`src/design/cod_pkg.sv`:
```
/*
 * Shared constants for the operand decoder: opcodes, ranges, flag positions.
 * Assumes a single system clock and an 8-bit instruction stream.
 */
package cod_pkg;
   // ****************************************
   // Opcodes
   // ****************************************
   localparam logic [7:0] OP_BRK = 8'h00;
   localparam logic [7:0] OP_ADD_LO = 8'h02;
   localparam logic [7:0] OP_ADD_HI = 8'h07;
   localparam logic [7:0] OP_ADDX_LO = 8'h08;
   localparam logic [7:0] OP_ADDX_HI = 8'h09;
   localparam logic [7:0] OP_ATOMIC = 8'h2f;
   localparam logic [7:0] OP_AND_LO = 8'h52;
   localparam logic [7:0] OP_AND_HI = 8'h59;
   localparam logic [7:0] OP_BITOP = 8'he2;
   localparam logic [7:0] OP_BIT_REVERSE = 8'hd5;
   localparam logic [7:0] OP_BTB_LO = 8'hf6;
   localparam logic [7:0] OP_BTB_HI = 8'hf7;
   // ****************************************
   // Operand ranges and timing
   // ****************************************
   localparam logic [3:0] WPAIR_MAX = 4'he;
   localparam logic [7:0] FPAIR_MAX = 8'hfe;
   localparam logic [7:0] VECTOR_MAX = 8'hff;
   localparam logic [2:0] ATOMIC_LEN = 3'h3;
   // ****************************************
   // Flag bit positions in the flags byte
   // ****************************************
   localparam int FLAG_C = 7;
   localparam int FLAG_Z = 6;
   localparam int FLAG_S = 5;
   localparam int FLAG_V = 4;
   localparam int FLAG_D = 3;
   localparam int FLAG_H = 2;

   typedef enum logic [2:0] {
      COD_OP_NONE,
      COD_OP_ADD,
      COD_OP_AND,
      COD_OP_ATOMIC,
      COD_OP_BRANCH,
      COD_OP_OTHER
   } cod_class_e;
endpackage : cod_pkg

```
`src/design/cod_ex_if.sv`:
```
/*
 * Interface carrying the operand values from decoder to adder helper, and sum, carry, half and overflow back.
 * Assumes both ends share sys_clk.
 */
`timescale 1ns/1ns
interface cod_ex_if;
   logic [7:0] dst_val;
   logic [7:0] src_val;
   logic [7:0] sum;
   logic carry;
   logic half;
   logic ovf;
   modport core (output dst_val, output src_val, input sum, input carry, input half, input ovf);
   modport alu (input dst_val, input src_val, output sum, output carry, output half, output ovf);
endinterface : cod_ex_if

```
`src/design/cod_decoder.sv`:
```
/*
 * Operand and instruction decoder for a subset of an 8-bit CPU.
 * Assumes fetch presents one instruction per instr_valid pulse with its
 * operand values already read; execution writes result when wr_en is high.
 */
`timescale 1ns/1ns
module cod_decoder
   import cod_pkg::*;
#(
   parameter int ADDR_W = 16
) (
   // Clock and reset
   input wire logic sys_clk,
   input wire logic sys_rst,
   // Instruction from fetch
   input wire logic instr_valid,
   input wire logic [7:0] opcode,
   input wire logic [ADDR_W-1:0] next_pc,
   input wire logic [7:0] disp,
   input wire logic [ADDR_W-1:0] index_base,
   input wire logic [3:0] wpair_idx,
   input wire logic [7:0] fpair_reg,
   input wire logic [7:0] vector_val,
   input wire logic branch_taken,
   input wire logic [7:0] dst_val,
   input wire logic [7:0] src_val,
   input wire logic [7:0] flags_in,
   // Result to datapath
   output logic wr_en,
   output logic [7:0] wr_data,
   output logic [7:0] flags_out,
   output logic [ADDR_W-1:0] branch_target,
   output logic branch_en,
   output logic [ADDR_W-1:0] index_addr,
   output logic wpair_ok,
   output logic fpair_ok,
   output logic vector_ok,
   output logic [2:0] op_class,
   // Request blocking
   output logic irq_dma_block
);
   // ****************************************
   // Decode helpers
   // ****************************************
   function automatic logic in_range(input logic [7:0] op, input logic [7:0] lo,
                                     input logic [7:0] hi);
      in_range = (op >= lo) && (op <= hi);
   endfunction : in_range

   function automatic logic [ADDR_W-1:0] sext_add(input logic [ADDR_W-1:0] base,
                                                  input logic [7:0] off);
      sext_add = base + {{(ADDR_W-8){off[7]}}, off};
   endfunction : sext_add

   cod_ex_if ex ();
   cod_adder u_adder (.ex(ex));
   assign ex.dst_val = dst_val;
   assign ex.src_val = src_val;

   cod_class_e cls;
   logic [7:0] and_res;
   logic [2:0] atomic_left;

   always_comb begin
      if (in_range(opcode, OP_ADD_LO, OP_ADD_HI) || in_range(opcode, OP_ADDX_LO, OP_ADDX_HI)) begin
         cls = COD_OP_ADD;
      end else if (in_range(opcode, OP_AND_LO, OP_AND_HI)) begin
         cls = COD_OP_AND;
      end else if (opcode == OP_ATOMIC) begin
         cls = COD_OP_ATOMIC;
      end else if (in_range(opcode, OP_BTB_LO, OP_BTB_HI)) begin
         cls = COD_OP_BRANCH;
      end else if (opcode == OP_BRK || opcode == OP_BITOP || opcode == OP_BIT_REVERSE) begin
         cls = COD_OP_OTHER;
      end else begin
         cls = COD_OP_NONE;
      end
   end

   assign and_res = dst_val & src_val;

   // ****************************************
   // Write-back and flags
   // ****************************************
   always_ff @(posedge sys_clk or posedge sys_rst) begin
      if (sys_rst) begin
         wr_en <= 1'b0;
         wr_data <= 8'h00;
         flags_out <= 8'h00;
         op_class <= 3'h0;
      end else begin
         wr_en <= instr_valid && (cls == COD_OP_ADD || cls == COD_OP_AND);
         op_class <= instr_valid ? 3'(cls) : 3'(COD_OP_NONE);
         if (instr_valid && cls == COD_OP_ADD) begin
            wr_data <= ex.sum;
            flags_out <= flags_in;
            flags_out[FLAG_C] <= ex.carry;
            flags_out[FLAG_Z] <= (ex.sum == 8'h00);
            flags_out[FLAG_S] <= ex.sum[7];
            flags_out[FLAG_V] <= ex.ovf;
            flags_out[FLAG_D] <= 1'b0;
            flags_out[FLAG_H] <= ex.half;
         end else if (instr_valid && cls == COD_OP_AND) begin
            wr_data <= and_res;
            flags_out <= flags_in; // Keeps C, D, H
            flags_out[FLAG_Z] <= (and_res == 8'h00);
            flags_out[FLAG_S] <= and_res[7];
            flags_out[FLAG_V] <= 1'b0;
         end
      end
   end

   // ****************************************
   // Addressing
   // ****************************************
   always_ff @(posedge sys_clk or posedge sys_rst) begin
      if (sys_rst) begin
         branch_target <= '0;
         branch_en <= 1'b0;
         index_addr <= '0;
         wpair_ok <= 1'b0;
         fpair_ok <= 1'b0;
         vector_ok <= 1'b0;
      end else begin
         branch_target <= sext_add(next_pc, disp);
         branch_en <= instr_valid && cls == COD_OP_BRANCH && branch_taken;
         index_addr <= sext_add(index_base, disp);
         wpair_ok <= instr_valid && !wpair_idx[0] && (wpair_idx <= WPAIR_MAX);
         fpair_ok <= instr_valid && !fpair_reg[0] && (fpair_reg <= FPAIR_MAX);
         vector_ok <= instr_valid && (vector_val <= VECTOR_MAX);
      end
   end

   // ****************************************
   // Atomic sequence blocking
   // ****************************************
   // Counts following instructions; a fresh atomic opcode restarts the window
   always_ff @(posedge sys_clk or posedge sys_rst) begin
      if (sys_rst) begin
         atomic_left <= 3'h0;
      end else if (instr_valid && cls == COD_OP_ATOMIC) begin
         atomic_left <= ATOMIC_LEN;
      end else if (instr_valid && atomic_left != 3'h0) begin
         atomic_left <= atomic_left - 3'h1;
      end
   end
   assign irq_dma_block = (atomic_left != 3'h0);

   // ****************************************
   // Checks
   // ****************************************
   a_add_writeback: assert property (@(posedge sys_clk) disable iff (sys_rst)
      instr_valid && in_range(opcode, OP_ADD_LO, OP_ADD_HI)
      |=> wr_en && wr_data == 8'($past(dst_val) + $past(src_val)))
      else $error("add result not written back");
   a_branch_target: assert property (@(posedge sys_clk) disable iff (sys_rst)
      1'b1 |=> branch_target == sext_add($past(next_pc), $past(disp)))
      else $error("branch target wrong");
   a_index_addr: assert property (@(posedge sys_clk) disable iff (sys_rst)
      1'b1 |=> index_addr == sext_add($past(index_base), $past(disp)))
      else $error("indexed address wrong");
   a_wpair_odd: assert property (@(posedge sys_clk) disable iff (sys_rst)
      wpair_idx[0] |=> !wpair_ok)
      else $error("odd working pair accepted");
   a_fpair_range: assert property (@(posedge sys_clk) disable iff (sys_rst)
      instr_valid |=> fpair_ok == !$past(fpair_reg[0]))
      else $error("full pair check wrong");
   a_vector_any: assert property (@(posedge sys_clk) disable iff (sys_rst)
      instr_valid |=> vector_ok)
      else $error("vector rejected");
   a_atomic_block: assert property (@(posedge sys_clk) disable iff (sys_rst)
      instr_valid && opcode == OP_ATOMIC |=> irq_dma_block && atomic_left == ATOMIC_LEN)
      else $error("atomic did not block");
   a_and_flags: assert property (@(posedge sys_clk) disable iff (sys_rst)
      instr_valid && in_range(opcode, OP_AND_LO, OP_AND_HI)
      |=> !flags_out[FLAG_V] && flags_out[FLAG_C] == $past(flags_in[FLAG_C])
          && flags_out[FLAG_H] == $past(flags_in[FLAG_H]))
      else $error("and flags wrong");
   // Acceptances, refusals, idle outputs, add flags, AND results and flags, and the hold and end of the atomic window
   a_wpair_even: assert property (@(posedge sys_clk) disable iff (sys_rst)
      instr_valid && !wpair_idx[0] |=> wpair_ok)
      else $error("even working pair refused");
   a_branch_en: assert property (@(posedge sys_clk) disable iff (sys_rst)
      instr_valid && in_range(opcode, OP_BTB_LO, OP_BTB_HI)
      |=> branch_en == $past(branch_taken))
      else $error("branch enable wrong");
   a_refused_op: assert property (@(posedge sys_clk) disable iff (sys_rst)
      instr_valid && cls == COD_OP_NONE |=> !wr_en && !branch_en && op_class == 3'h0)
      else $error("unknown opcode acted on");
   // Pulses stand only in the cycle after a taken instruction
   a_idle_quiet: assert property (@(posedge sys_clk) disable iff (sys_rst)
      !instr_valid |=> !wr_en && !branch_en && !wpair_ok && !fpair_ok && !vector_ok)
      else $error("result pulse without instruction");
   a_add_flags: assert property (@(posedge sys_clk) disable iff (sys_rst)
      instr_valid && in_range(opcode, OP_ADD_LO, OP_ADD_HI)
      |=> !flags_out[FLAG_D] && flags_out[FLAG_Z] == (wr_data == 8'h00))
      else $error("add flags wrong");
   a_and_result: assert property (@(posedge sys_clk) disable iff (sys_rst)
      instr_valid && in_range(opcode, OP_AND_LO, OP_AND_HI)
      |=> wr_en && wr_data == ($past(dst_val) & $past(src_val))
          && flags_out[FLAG_Z] == (wr_data == 8'h00) && flags_out[FLAG_S] == wr_data[7])
      else $error("and result wrong");
   a_and_keep_d: assert property (@(posedge sys_clk) disable iff (sys_rst)
      instr_valid && in_range(opcode, OP_AND_LO, OP_AND_HI) |=> flags_out[FLAG_D] == $past(flags_in[FLAG_D]))
      else $error("and changed decimal adjust");
   a_block_hold: assert property (@(posedge sys_clk) disable iff (sys_rst)
      irq_dma_block && !instr_valid |=> irq_dma_block)
      else $error("block dropped without instruction");
   // Last instruction of the window must lift the block on the next edge
   a_block_release: assert property (@(posedge sys_clk) disable iff (sys_rst)
      instr_valid && opcode != OP_ATOMIC && atomic_left == 3'h1 |=> !irq_dma_block)
      else $error("block held past window");
   c_other: cover property (@(posedge sys_clk) instr_valid && cls == COD_OP_OTHER);
   c_add: cover property (@(posedge sys_clk) instr_valid && cls == COD_OP_ADD);
   c_and: cover property (@(posedge sys_clk) instr_valid && cls == COD_OP_AND);
   c_atomic_end: cover property (@(posedge sys_clk) $fell(irq_dma_block));
   c_branch: cover property (@(posedge sys_clk) branch_en);
endmodule : cod_decoder

```
`src/design/cod_adder.sv`:
```
/*
 * Combinational 8-bit adder with carry, half-carry and signed overflow.
 * Assumes the decoder registers its result.
 */
`timescale 1ns/1ns
module cod_adder
   import cod_pkg::*;
(
   // Operand link
   cod_ex_if.alu ex
);
   logic [8:0] full;
   logic [4:0] low;

   assign full = {1'b0, ex.dst_val} + {1'b0, ex.src_val};
   assign low = {1'b0, ex.dst_val[3:0]} + {1'b0, ex.src_val[3:0]};
   assign ex.sum = full[7:0];
   assign ex.carry = full[8];
   assign ex.half = low[4];
   // Overflow when like-signed operands give an unlike-signed sum
   assign ex.ovf = (ex.dst_val[7] == ex.src_val[7]) && (full[7] != ex.dst_val[7]);
endmodule : cod_adder

```
`config.mk`:
```
export PLATFORM = sky130hd
export DESIGN_NAME = cod_decoder
export DESIGN_NICKNAME = d
export VERILOG_FILES = /design/src/design/cod_pkg.sv /design/src/design/cod_ex_if.sv /design/src/design/cod_decoder.sv /design/src/design/cod_adder.sv
export SDC_FILE = /design/constraint.sdc
export NUM_CORES = 1
export LEC_CHECK = 0
export ABC_CLOCK_PERIOD_IN_PS = 4550
export BUFFER_PORTS_ARGS = -buffer_cell sky130_fd_sc_hd__buf_2
export CORE_MARGIN = 8
export CORE_UTILIZATION = 38
export CTS_BUF_LIST = sky130_fd_sc_hd__clkbuf_16
export CTS_CLUSTER_DIAMETER = 200
export CTS_CLUSTER_SIZE = 30
export DETAILED_ROUTE_END_ITERATION = 6
export GPL_TIMING_DRIVEN = 1
export PLACE_DENSITY = 0.65
export SLEW_MARGIN = 25
export SYNTH_ARGS = -nofsm -noshare
export SYNTH_HDL_FRONTEND = slang
export SYNTH_SLANG_ARGS = --single-unit
```
`constraint.sdc`:
```
create_clock -name sys_clk -period 4.55 [get_ports sys_clk]
set_clock_uncertainty 0.2 [all_clocks]
set_input_delay 0.455 -clock sys_clk [delete_from_list [all_inputs] [get_ports sys_clk]]
set_output_delay 0.455 -clock sys_clk [all_outputs]
set_load 0.05 [all_outputs]
```
==> metrics.cfg, run 1 <==
[cts]
numCtsBuffers=9
clkSinkCount=58
root_buffer=clkbuf_16
cts_tree=done
cts_resized=0
clock_latency_ns=0.32
clock_path_buffers=2
h-tree-depth=3
cts_setup_buffers=0
path_clk_slew_ns=0.06
cts_hold_buf=0

[sta]
slew_viol_final=0
tns_ns=0
relSlewSlack_pct=50.60
fmax_mhz=383.2
rsz0062_at_grt=false
tightestPinTransition_ns=0.7410
fin_crit_ns=2.609
finalCritPeriodShare_pct=57.35
hold_viol=0
finalSetupViolCount=0

[global_route]
grt_pass1_wl_um=16330
antenna_found_initial=0
grtUsageTotal_pct=15.14
grt_overflow=0
grt_pass1_vias=3488
grt_max_degree=59

[setup_path]
required_ns=4.61
startpoint_type=primary input
path_class=primary input to flop
r2r_setup_slack_ns=3.19
cp_data_arrival_time_ns=2.67
end_kind=flop
crit_fanout=18

[placement]
place_hpwl_um=7968
gp_congestion=0.8691
io_buffers=131

[floorplan]
io_pins=153
initial_core_util_pct=39.03
core_area_um2=9729
row_count=36
fp.dieW_um=116.0
dieArea_um2=13450
dieHeight_um=116.0

[layout]
antenna_cells=0
drive_gt1_share_pct=29.92
nets=662
n_fill_cell=928
syn2layout_area_growth_pct=29.19

[min_path]
hp-class=primary input to flop

[detailed_routing]
drt-total-wl_um=10100
wl_per_cell_um=15.28
drtIter0Drc=161
drc=0
vias=3422
dr.pass1.iters=4
antenna_left=0
vias_per_cell=5.177

[status]
status=completed

[synthesis]
ys_types=58
synth_area_um2=3797
synth_warnings=0
ys_seq_elements=58
synth.avg_cell_area_um2=9.838
synth_fp_nets=525
synth-edff-count=0
ys.flop_type=dfrtp_1
synth-seq-area-share_pct=38.22
synthArstFlopShare_pct=100.0
netlist_instances=386

[power_and_ir_drop]
finalPower_w=0.002268
p_leak_nw=2.379
power_density_nw_per_um2=462.2
ir_worst_vdd_mv=0.2468

[run]
drv_cap=0

[placed cells by master, fill, tap and decap left out, types with 2 or more instances in the layout]
master / synthesis / final
buf_2: 0 / 131
dfrtp_1: 58 / 58
ha_1: 40 / 40
a21oi_1: 28 / 28
nor2_1: 26 / 26
nand2_1: 26 / 26
xnor2_1: 23 / 23
inv_1: 20 / 19
nor2b_1: 12 / 12
nand3_1: 12 / 12
o21ai_0: 11 / 11
mux2i_1: 10 / 10
xor2_1: 9 / 9
clkbuf_16: 0 / 9
o21a_1: 8 / 8
nor3_1: 8 / 8
o21ai_1: 8 / 8
nand4_1: 7 / 7
a31oi_1: 5 / 5
or4_1: 5 / 5
a21o_1: 5 / 5
a211o_1: 4 / 4
a211oi_1: 4 / 4
nor4_1: 4 / 4
and3_1: 4 / 4
o31ai_1: 3 / 3
o21bai_1: 3 / 3
fa_1: 3 / 3
clkinv_1: 0 / 3
a311o_1: 2 / 2
inv_2: 1 / 2
o211ai_1: 2 / 2
mux2_1: 2 / 2
nor3_2: 2 / 2
bufinv_16: 0 / 2
buf_4: 1 / 2
[layout make-up]
type / count / area, µm² / area share, %
Clock buffer: 9 / 225.2 / 4.591
Inverter: 21 / 78.83 / 1.607
Multi-Input combinational cell: 300 / 2230 / 45.45
Timing Repair Buffer: 133 / 670.6 / 13.67
Clock inverter: 7 / 83.83 / 1.709
Tap cell: 133 / 166.4 / 3.392
Sequential cell: 58 / 1451 / 29.58
[routing by layer]
layer / wire, µm / global-route usage [%] / share of wire, %
met4: 115 / 4.322 / 1.1
met1: 4487 / 18.57 / 44
met2: 4464 / 24.16 / 44
met3: 1031 / 5.784 / 10
met5: 0 / 0 / 0
[report_power, final]
group          total [W]  switching [W]  internal [W]
registers       0.000664      0.0000405      0.000624
logic           0.000895       0.000640      0.000255
clock network   0.000708       0.000236      0.000472
total            0.00227       0.000917       0.00135
[synthesized netlist by cell type (9+ instances only)]
master   number  area (µm²)
a21oi_1      28       140.1
dfrtp_1      58        1451
ha_1         40       500.5
inv_1        20       75.07
mux2i_1      10       100.1
nand2_1      26       97.59
nand3_1      12       60.06
nor2_1       26       97.59
nor2b_1      12       75.07
o21ai_0      11       55.05
xnor2_1      23       201.4
xor2_1        9       78.83
[final timing paths]
check,start,end,cells after the start
hold / removal,fpair_reg[0],fpair_ok,2
min in group asynchronous,sys_rst,index_addr[1],3
hold reg to reg,flags_out[0],flags_out[0],1
max in group asynchronous,sys_rst,wr_data[6],3
setup reg to reg,atomic_left[0],atomic_left[2],6
setup / recovery,disp[7],branch_target[14],7
[stage by stage]
stage	hold WS (ns)	setup slack (ns)	std cells	utilization, %	cell area [µm²]
final	0.08814	1.941	661	50.42	4906
after global routing	0.07632	1.846	661	50.42	4906
after CTS	0.07697	1.988	661	50.42	4906
after detailed placement	0.2729	1.662	645	47.25	4597
after global placement	0.2619	1.716	645	47.25	4597
after floorplan	0.2768	2.142	386	-	3797
[cells by family (layout without fill, tap and decap cells)]
kind of cell	Yosys count	in the layout	share of synthesized area (%)
compound gates	100	100	17.83
fa+ha+maj	43	43	14.76
simple gates	113	113	15.52
buf+inv	28	170	3.064
xor+xnor	32	32	7.381
mux	12	12	3.229
flops	58	58	38.22
[worst max-delay path, cell delays in order]
cell and delay [ns]:
buf_2 0.34, ha_1 0.39, a211o_1 0.35, o31ai_1 0.37
a31oi_1 0.23, or4_1 0.44, nand4_1 0.10
[state kept, by name, indices dropped and copies added (netlist names)]
signal and flops:
atomic_left 3, branch_en 1, branch_target 16, flags_out 8, fpair_ok 1, index_addr 16
op_class 3, vector_ok 1, wpair_ok 1, wr_data 7, wr_en 1
(Power assumes the default switching activity.)
==> run 2, diff against run 1 <==
--- a/config.mk
+++ b/config.mk
@@ -5,7 +5,7 @@
 export SDC_FILE = /design/constraint.sdc
 export NUM_CORES = 1
 export LEC_CHECK = 0
-export ABC_CLOCK_PERIOD_IN_PS = 4550
+export ABC_CLOCK_PERIOD_IN_PS = 2300
 export BUFFER_PORTS_ARGS = -buffer_cell sky130_fd_sc_hd__buf_2
 export CORE_MARGIN = 8
 export CORE_UTILIZATION = 38
@@ -14,7 +14,7 @@
 export CTS_CLUSTER_SIZE = 30
 export DETAILED_ROUTE_END_ITERATION = 6
 export GPL_TIMING_DRIVEN = 1
-export PLACE_DENSITY = 0.65
+export PLACE_DENSITY = 0.68
 export SLEW_MARGIN = 25
 export SYNTH_ARGS = -nofsm -noshare
 export SYNTH_HDL_FRONTEND = slang
==> constraint.sdc (replaced) <==
create_clock -name sys_clk -period 2.3 [get_ports sys_clk]
set_clock_uncertainty 0.2 [all_clocks]
set_input_delay 0.23 -clock sys_clk [delete_from_list [all_inputs] [get_ports sys_clk]]
set_output_delay 0.23 -clock sys_clk [all_outputs]
set_load 0.05 [all_outputs]
==> run 2 against run 1 <==
Hold slack worse by 0.069 ns. Global-route usage increased by 0.43 points. Sequential share of layout area shrank 2.2 points. Sequential power rose by 99%. Final area rose by 7.9%. Register-to-register slack got worse by 2.3 ns. Combinational power increased by 110%. Clock power grew 78%. Non-clock buffer count grew 51. Critical path depth up 5. Critical endpoint is now index_addr[14].
==> metrics.cfg, run 2 (synthesis gave the netlist of run 1 again) <==
[layout]
largestRegisters=branch_target (16), index_addr (16), flags_out (8)
drive_gt1_share_pct=33.74
syn2layout_area_growth_pct=39.41
final_common_cell=buf_2
final_cells=711
antenna_cells=0
nets=713
stdcell_area_um2=5294
final_cell_mix=buf_2 (131), dfrtp_1 (58), buf_4 (41)

[detailed_routing]
drtIter0Drc=186
vias_per_cell=5.008
drc=0
vias=3561
dr.pass1.iters=4
wl_per_cell_um=14.24
drt-total-wl_um=10130
antenna_left=0

[floorplan]
core_area_um2=9729
dieArea_um2=13450
initial_core_util_pct=39.03
row_count=36
fp.dieW_um=116.0
io_pins=153
dieHeight_um=116.0

[min_path]
hp-class=primary input to flop

[cts]
numCtsBuffers=9
h-tree-depth=3
path_clk_slew_ns=0.05
clkSinkCount=58
clock_latency_ns=0.32
cts_setup_buffers=0
clock_path_buffers=2
cts_tree=done
root_buffer=clkbuf_16

[sta]
relSlewSlack_pct=60.15
rsz0062_at_grt=false
holdWs_ns=0.01874
slew_viol_final=0
hold_viol=0
tightestPinTransition_ns=0.5969
finalCritPeriodShare_pct=88.77
worst_slack_ns=0.2583
fmax_mhz=489.8
fin_crit_ns=2.042
finalSetupViolCount=0

[setup_path]
end_kind=flop
startpoint_type=primary input
cp_data_arrival_time_ns=2.09
crit_fanout=5
required_ns=2.34
path_class=primary input to flop

[global_route]
grtUsageTotal_pct=15.57
grt_overflow=0
grt_pass1_wl_um=16840
grt_pass1_vias=3725
antenna_found_initial=0
grt_max_degree=29

[placement]
place_hpwl_um=8259
post_dp_cell_area_um2=4910
dp_cells=685
dp_slack_ns=-0.06780
gp_congestion=0.8820
io_buffers=131

[run]
drv_cap=0

[power_and_ir_drop]
power_density_nw_per_um2=838.2
ir_worst_vdd_mv=0.3839
p_leak_nw=2.608
finalPower_w=0.004437

[status]
status=completed

run 2: cell types whose count changed in the layout (fill, tap and decap cells not counted), sizes merged:
cell         before  now
clkinv            4    5
bufinv            2    1
buf             133  173
clkinvlp          1    0
dlygate4sd3       0   11
run 2: stage by stage:
stage               TNS, ns  utilization (%)
global placement    -0.2799            50.46
detailed placement  -0.3007            50.46
CTS                       0            54.41
floorplan                 0                -
global route              0            54.41
finish                    0            54.41
run 2: what timing repair did:
item                                   in CTS  in global routing
endpoints found under the hold margin      36                  0
hold buffers                               11                  0
resized for setup                           0                  0
run 2: area by class of cell:
| cell class | count | area (µm²) |
|---|---|---|
| fill | 900 | 4436 |
| tap | 133 | 166.4 |
| clock buffer | 9 | 225.2 |
| inverter | 21 | 78.83 |
| timing repair buffer | 184 | 1094 |
| clock inverter | 6 | 48.80 |
| multi-input combinational | 300 | 2230 |
| sequential | 58 | 1451 |
run 2: report_power, final:
group	leakage, nW	total [W]	internal, W	switching (W)
combinational	1.77	0.00186	0.000587	0.00127
clock	0.133	0.00126	0.000812	0.000446
sequential	0.704	0.00132	0.00123	0.0000841
run 2: routing by layer:
| metal | up-vias | GRT usage [%] | routed length (µm) |
|---|---|---|---|
| li1 | 1796 | - | - |
| met1 | 1612 | 18.41 | 4294 |
| met2 | 132 | 25.55 | 4639 |
| met3 | 21 | 5.003 | 960 |
| met4 | 0 | 6.309 | 233 |
| met5 | - | 0 | 0 |
run 2: critical path, cell delays in order:
cell      delay (ns)
buf_2           0.09
ha_1            0.16
inv_1           0.05
fa_1            0.38
nor2b_1         0.13
o21ai_1         0.08
a21boi_0        0.17
buf_4           0.14
o41ai_2         0.06
buf_4           0.16
a41oi_1         0.27
xor2_1          0.16
run 2: final timing paths:
check | slack [ns] | cells past startpoint | end | from
worst max-delay path | 0.26 | 12 | index_addr[14] | disp[0]
worst min-delay path | 0.02 | 2 | op_class[1] | opcode[7]
worst max register to register | 0.92 | 6 | atomic_left[0] | atomic_left[0]
worst min register to register | 0.28 | 1 | flags_out[1] | flags_out[1]
max in group asynchronous | 0.89 | 4 | index_addr[10] | sys_rst
min in group asynchronous | 0.33 | 3 | vector_ok | sys_rst
==> run 3, diff against run 2 <==
--- a/config.mk
+++ b/config.mk
@@ -6,7 +6,7 @@
 export NUM_CORES = 1
 export LEC_CHECK = 0
 export ABC_CLOCK_PERIOD_IN_PS = 2300
-export BUFFER_PORTS_ARGS = -buffer_cell sky130_fd_sc_hd__buf_2
+export BUFFER_PORTS_ARGS = -buffer_cell sky130_fd_sc_hd__buf_4
 export CORE_MARGIN = 8
 export CORE_UTILIZATION = 38
 export CTS_BUF_LIST = sky130_fd_sc_hd__clkbuf_16
@@ -14,6 +14,7 @@
 export CTS_CLUSTER_SIZE = 30
 export DETAILED_ROUTE_END_ITERATION = 6
 export GPL_TIMING_DRIVEN = 1
+export MAX_ROUTING_LAYER = met4
 export PLACE_DENSITY = 0.68
 export SLEW_MARGIN = 25
 export SYNTH_ARGS = -nofsm -noshare
==> run 3 against run 2 <==
Sequential power is essentially flat. Combinational power increased by 9%. Register-to-register slack better by 0.02 ns. Final area rose by 6.7%. Largest power group unchanged. Cell count decreased by 0.28%. Critical endpoint unchanged. Largest cell class unchanged. Wire length increased by 5.7%. Critical path depth unchanged.
==> metrics.cfg, run 3 (synthesis gave the netlist of run 1 again) <==
[status]
status=completed

[power_and_ir_drop]
switching_share_pct=38.86
pwr-share-seq_pct=27.9
power_density_nw_per_um2=844.6
p_leak_nw=2.715
ir_worst_vdd_mv=0.3875
clkPwrFrac_pct=29.7
intPower_w=0.002916
p_sw_w=0.001853
p_comb_share_pct=42.3

[detailed_routing]
vias=3610
drt-total-wl_um=10710
drtIter0Drc=149
drc=0
wl_per_cell_um=15.10
vias_per_cell=5.092
dr.pass1.iters=4
antenna_left=0

[placement]
gp_congestion=0.9016
io_buffers=131
dp_cells=681
place_hpwl_um=8403
post_dp_cell_area_um2=5207

[layout]
syn2layout_area_growth_pct=48.70
final_cells=709
largestRegisters=branch_target (16), index_addr (16), flags_out (8)
n_fill_cell=864
stdcell_area_um2=5647
drive_gt1_share_pct=34.20
antenna_cells=0
final_common_cell=buf_4
nets=710
final_cell_mix=buf_4 (168), dfrtp_1 (58), ha_1 (40)

[sta]
tns_ns=0
rsz0062_at_grt=false
fin_crit_ns=2.109
slew_viol_final=0
hold_viol=0
fmax_mhz=474.3
holdWs_ns=0.01993
finalSetupViolCount=0
relSlewSlack_pct=59.36
finalCritPeriodShare_pct=91.67
tightestPinTransition_ns=0.6087

[cts]
path_clk_slew_ns=0.05
numCtsBuffers=9
clock_path_buffers=2
cts_resized=0
clkSinkCount=58
root_buffer=clkbuf_16
h-tree-depth=3
clock_latency_ns=0.32
cts_tree=done

[floorplan]
dieHeight_um=116.0
io_pins=153
initial_core_util_pct=39.03
fp.dieW_um=116.0
row_count=36
core_area_um2=9729
dieArea_um2=13450

[min_path]
hp-start=index_base[15]
hp-class=primary input to flop

[setup_path]
crit_fanout=5
crit_family=compound AO/OA/AOI/OAI gates
slowest_stage=fa_1
required_ns=2.35
worstPathCellList=buf_4, ha_1, inv_1, fa_1, nor2b_1, o21ai_1, a21boi_0, buf_4, o41ai_2, buf_4, a41oi_1, xor2_1
startpoint_type=primary input
path_class=primary input to flop
cp_data_arrival_time_ns=2.16
crit_start=disp[0]
end_kind=flop
path_buf_inv=4
slowest_delay_ns=0.40
timing.rr.start=atomic_left[0]
cpMostUsedCell=buf_4

[global_route]
grtUsageTotal_pct=16.97
grt_pass1_vias=3780
grt_pass1_wl_um=17680
grt_max_degree=33
grt_overflow=0
antenna_found_initial=0

[run]
drv_cap=0

## run 3: cell count changes in the layout (fill, tap and decap cells not counted), moves of 2 or more
| cell | before | now |
|---|---|---|
| buf_2 | 131 | 0 |
| buf_4 | 41 | 168 |
| clkinv_1 | 5 | 0 |
| clkinv_2 | 0 | 2 |
| clkinvlp_4 | 0 | 2 |
## run 3: worst paths after layout
check	endpoint	slack, ns	depth (start not counted)
max in group asynchronous	index_addr[9]	0.96	4
worst max-delay path	index_addr[14]	0.19	12
worst min-delay path	index_addr[15]	0.02	3
worst max register to register	atomic_left[0]	0.94	6
min in group asynchronous	vector_ok	0.35	3
worst min register to register	flags_out[1]	0.29	1
## run 3: stage by stage
stage | utilization (%) | setup WS [ns] | power [W]
2_1_floorplan | - | 0.1170 | 0.002653
3_3_place_gp | 53.52 | -0.07616 | 0.003317
3_5_place_dp | 53.52 | -0.1252 | 0.003354
4_1_cts | 58.04 | 0.2203 | 0.004824
5_1_grt | 58.04 | 0.01999 | 0.005022
6_report | 58.04 | 0.1915 | 0.004769
## run 3: worst min-delay path, delay by kind of cell
family / cells / cell delay, ns
xor gates and xnor gates: 2 / 0.19
buffers and inverters: 1 / 0.08
## run 3: layout make-up
type | instances | area, µm² | area share [%]
clock buffers | 9 | 225.2 | 3.988
repair buffers | 181 | 1401 | 24.82
inverters | 21 | 78.83 | 1.396
clock inverters | 7 | 93.84 | 1.662
multi-input cells | 300 | 2230 | 39.49
well taps | 133 | 166.4 | 2.947
flip-flops and latches | 58 | 1451 | 25.70
## run 3: repair_timing
action,CTS,global route
endpoints found under the hold margin,37,0
setup buffers,0,0
hold buffers,12,0
## run 3: power groups by stage
stage               clock network [W]  logic (W)  registers (W)
global route                  0.00151    0.00216        0.00135
floorplan                           0   0.000656        0.00200
finish                        0.00142    0.00202        0.00133
detailed placement                  0    0.00201        0.00134
CTS                           0.00146    0.00203        0.00133
global placement                    0    0.00197        0.00134
## run 3: layer usage
metal,share of wire (%),up-vias,global-route usage [%],routed length [µm]
met5,0,-,-,0
met2,47,123,27.63,5020
li1,-,1785,-,-
met4,1.2,0,5.099,131
met1,44,1688,19.53,4668
met3,8.3,14,5.472,886
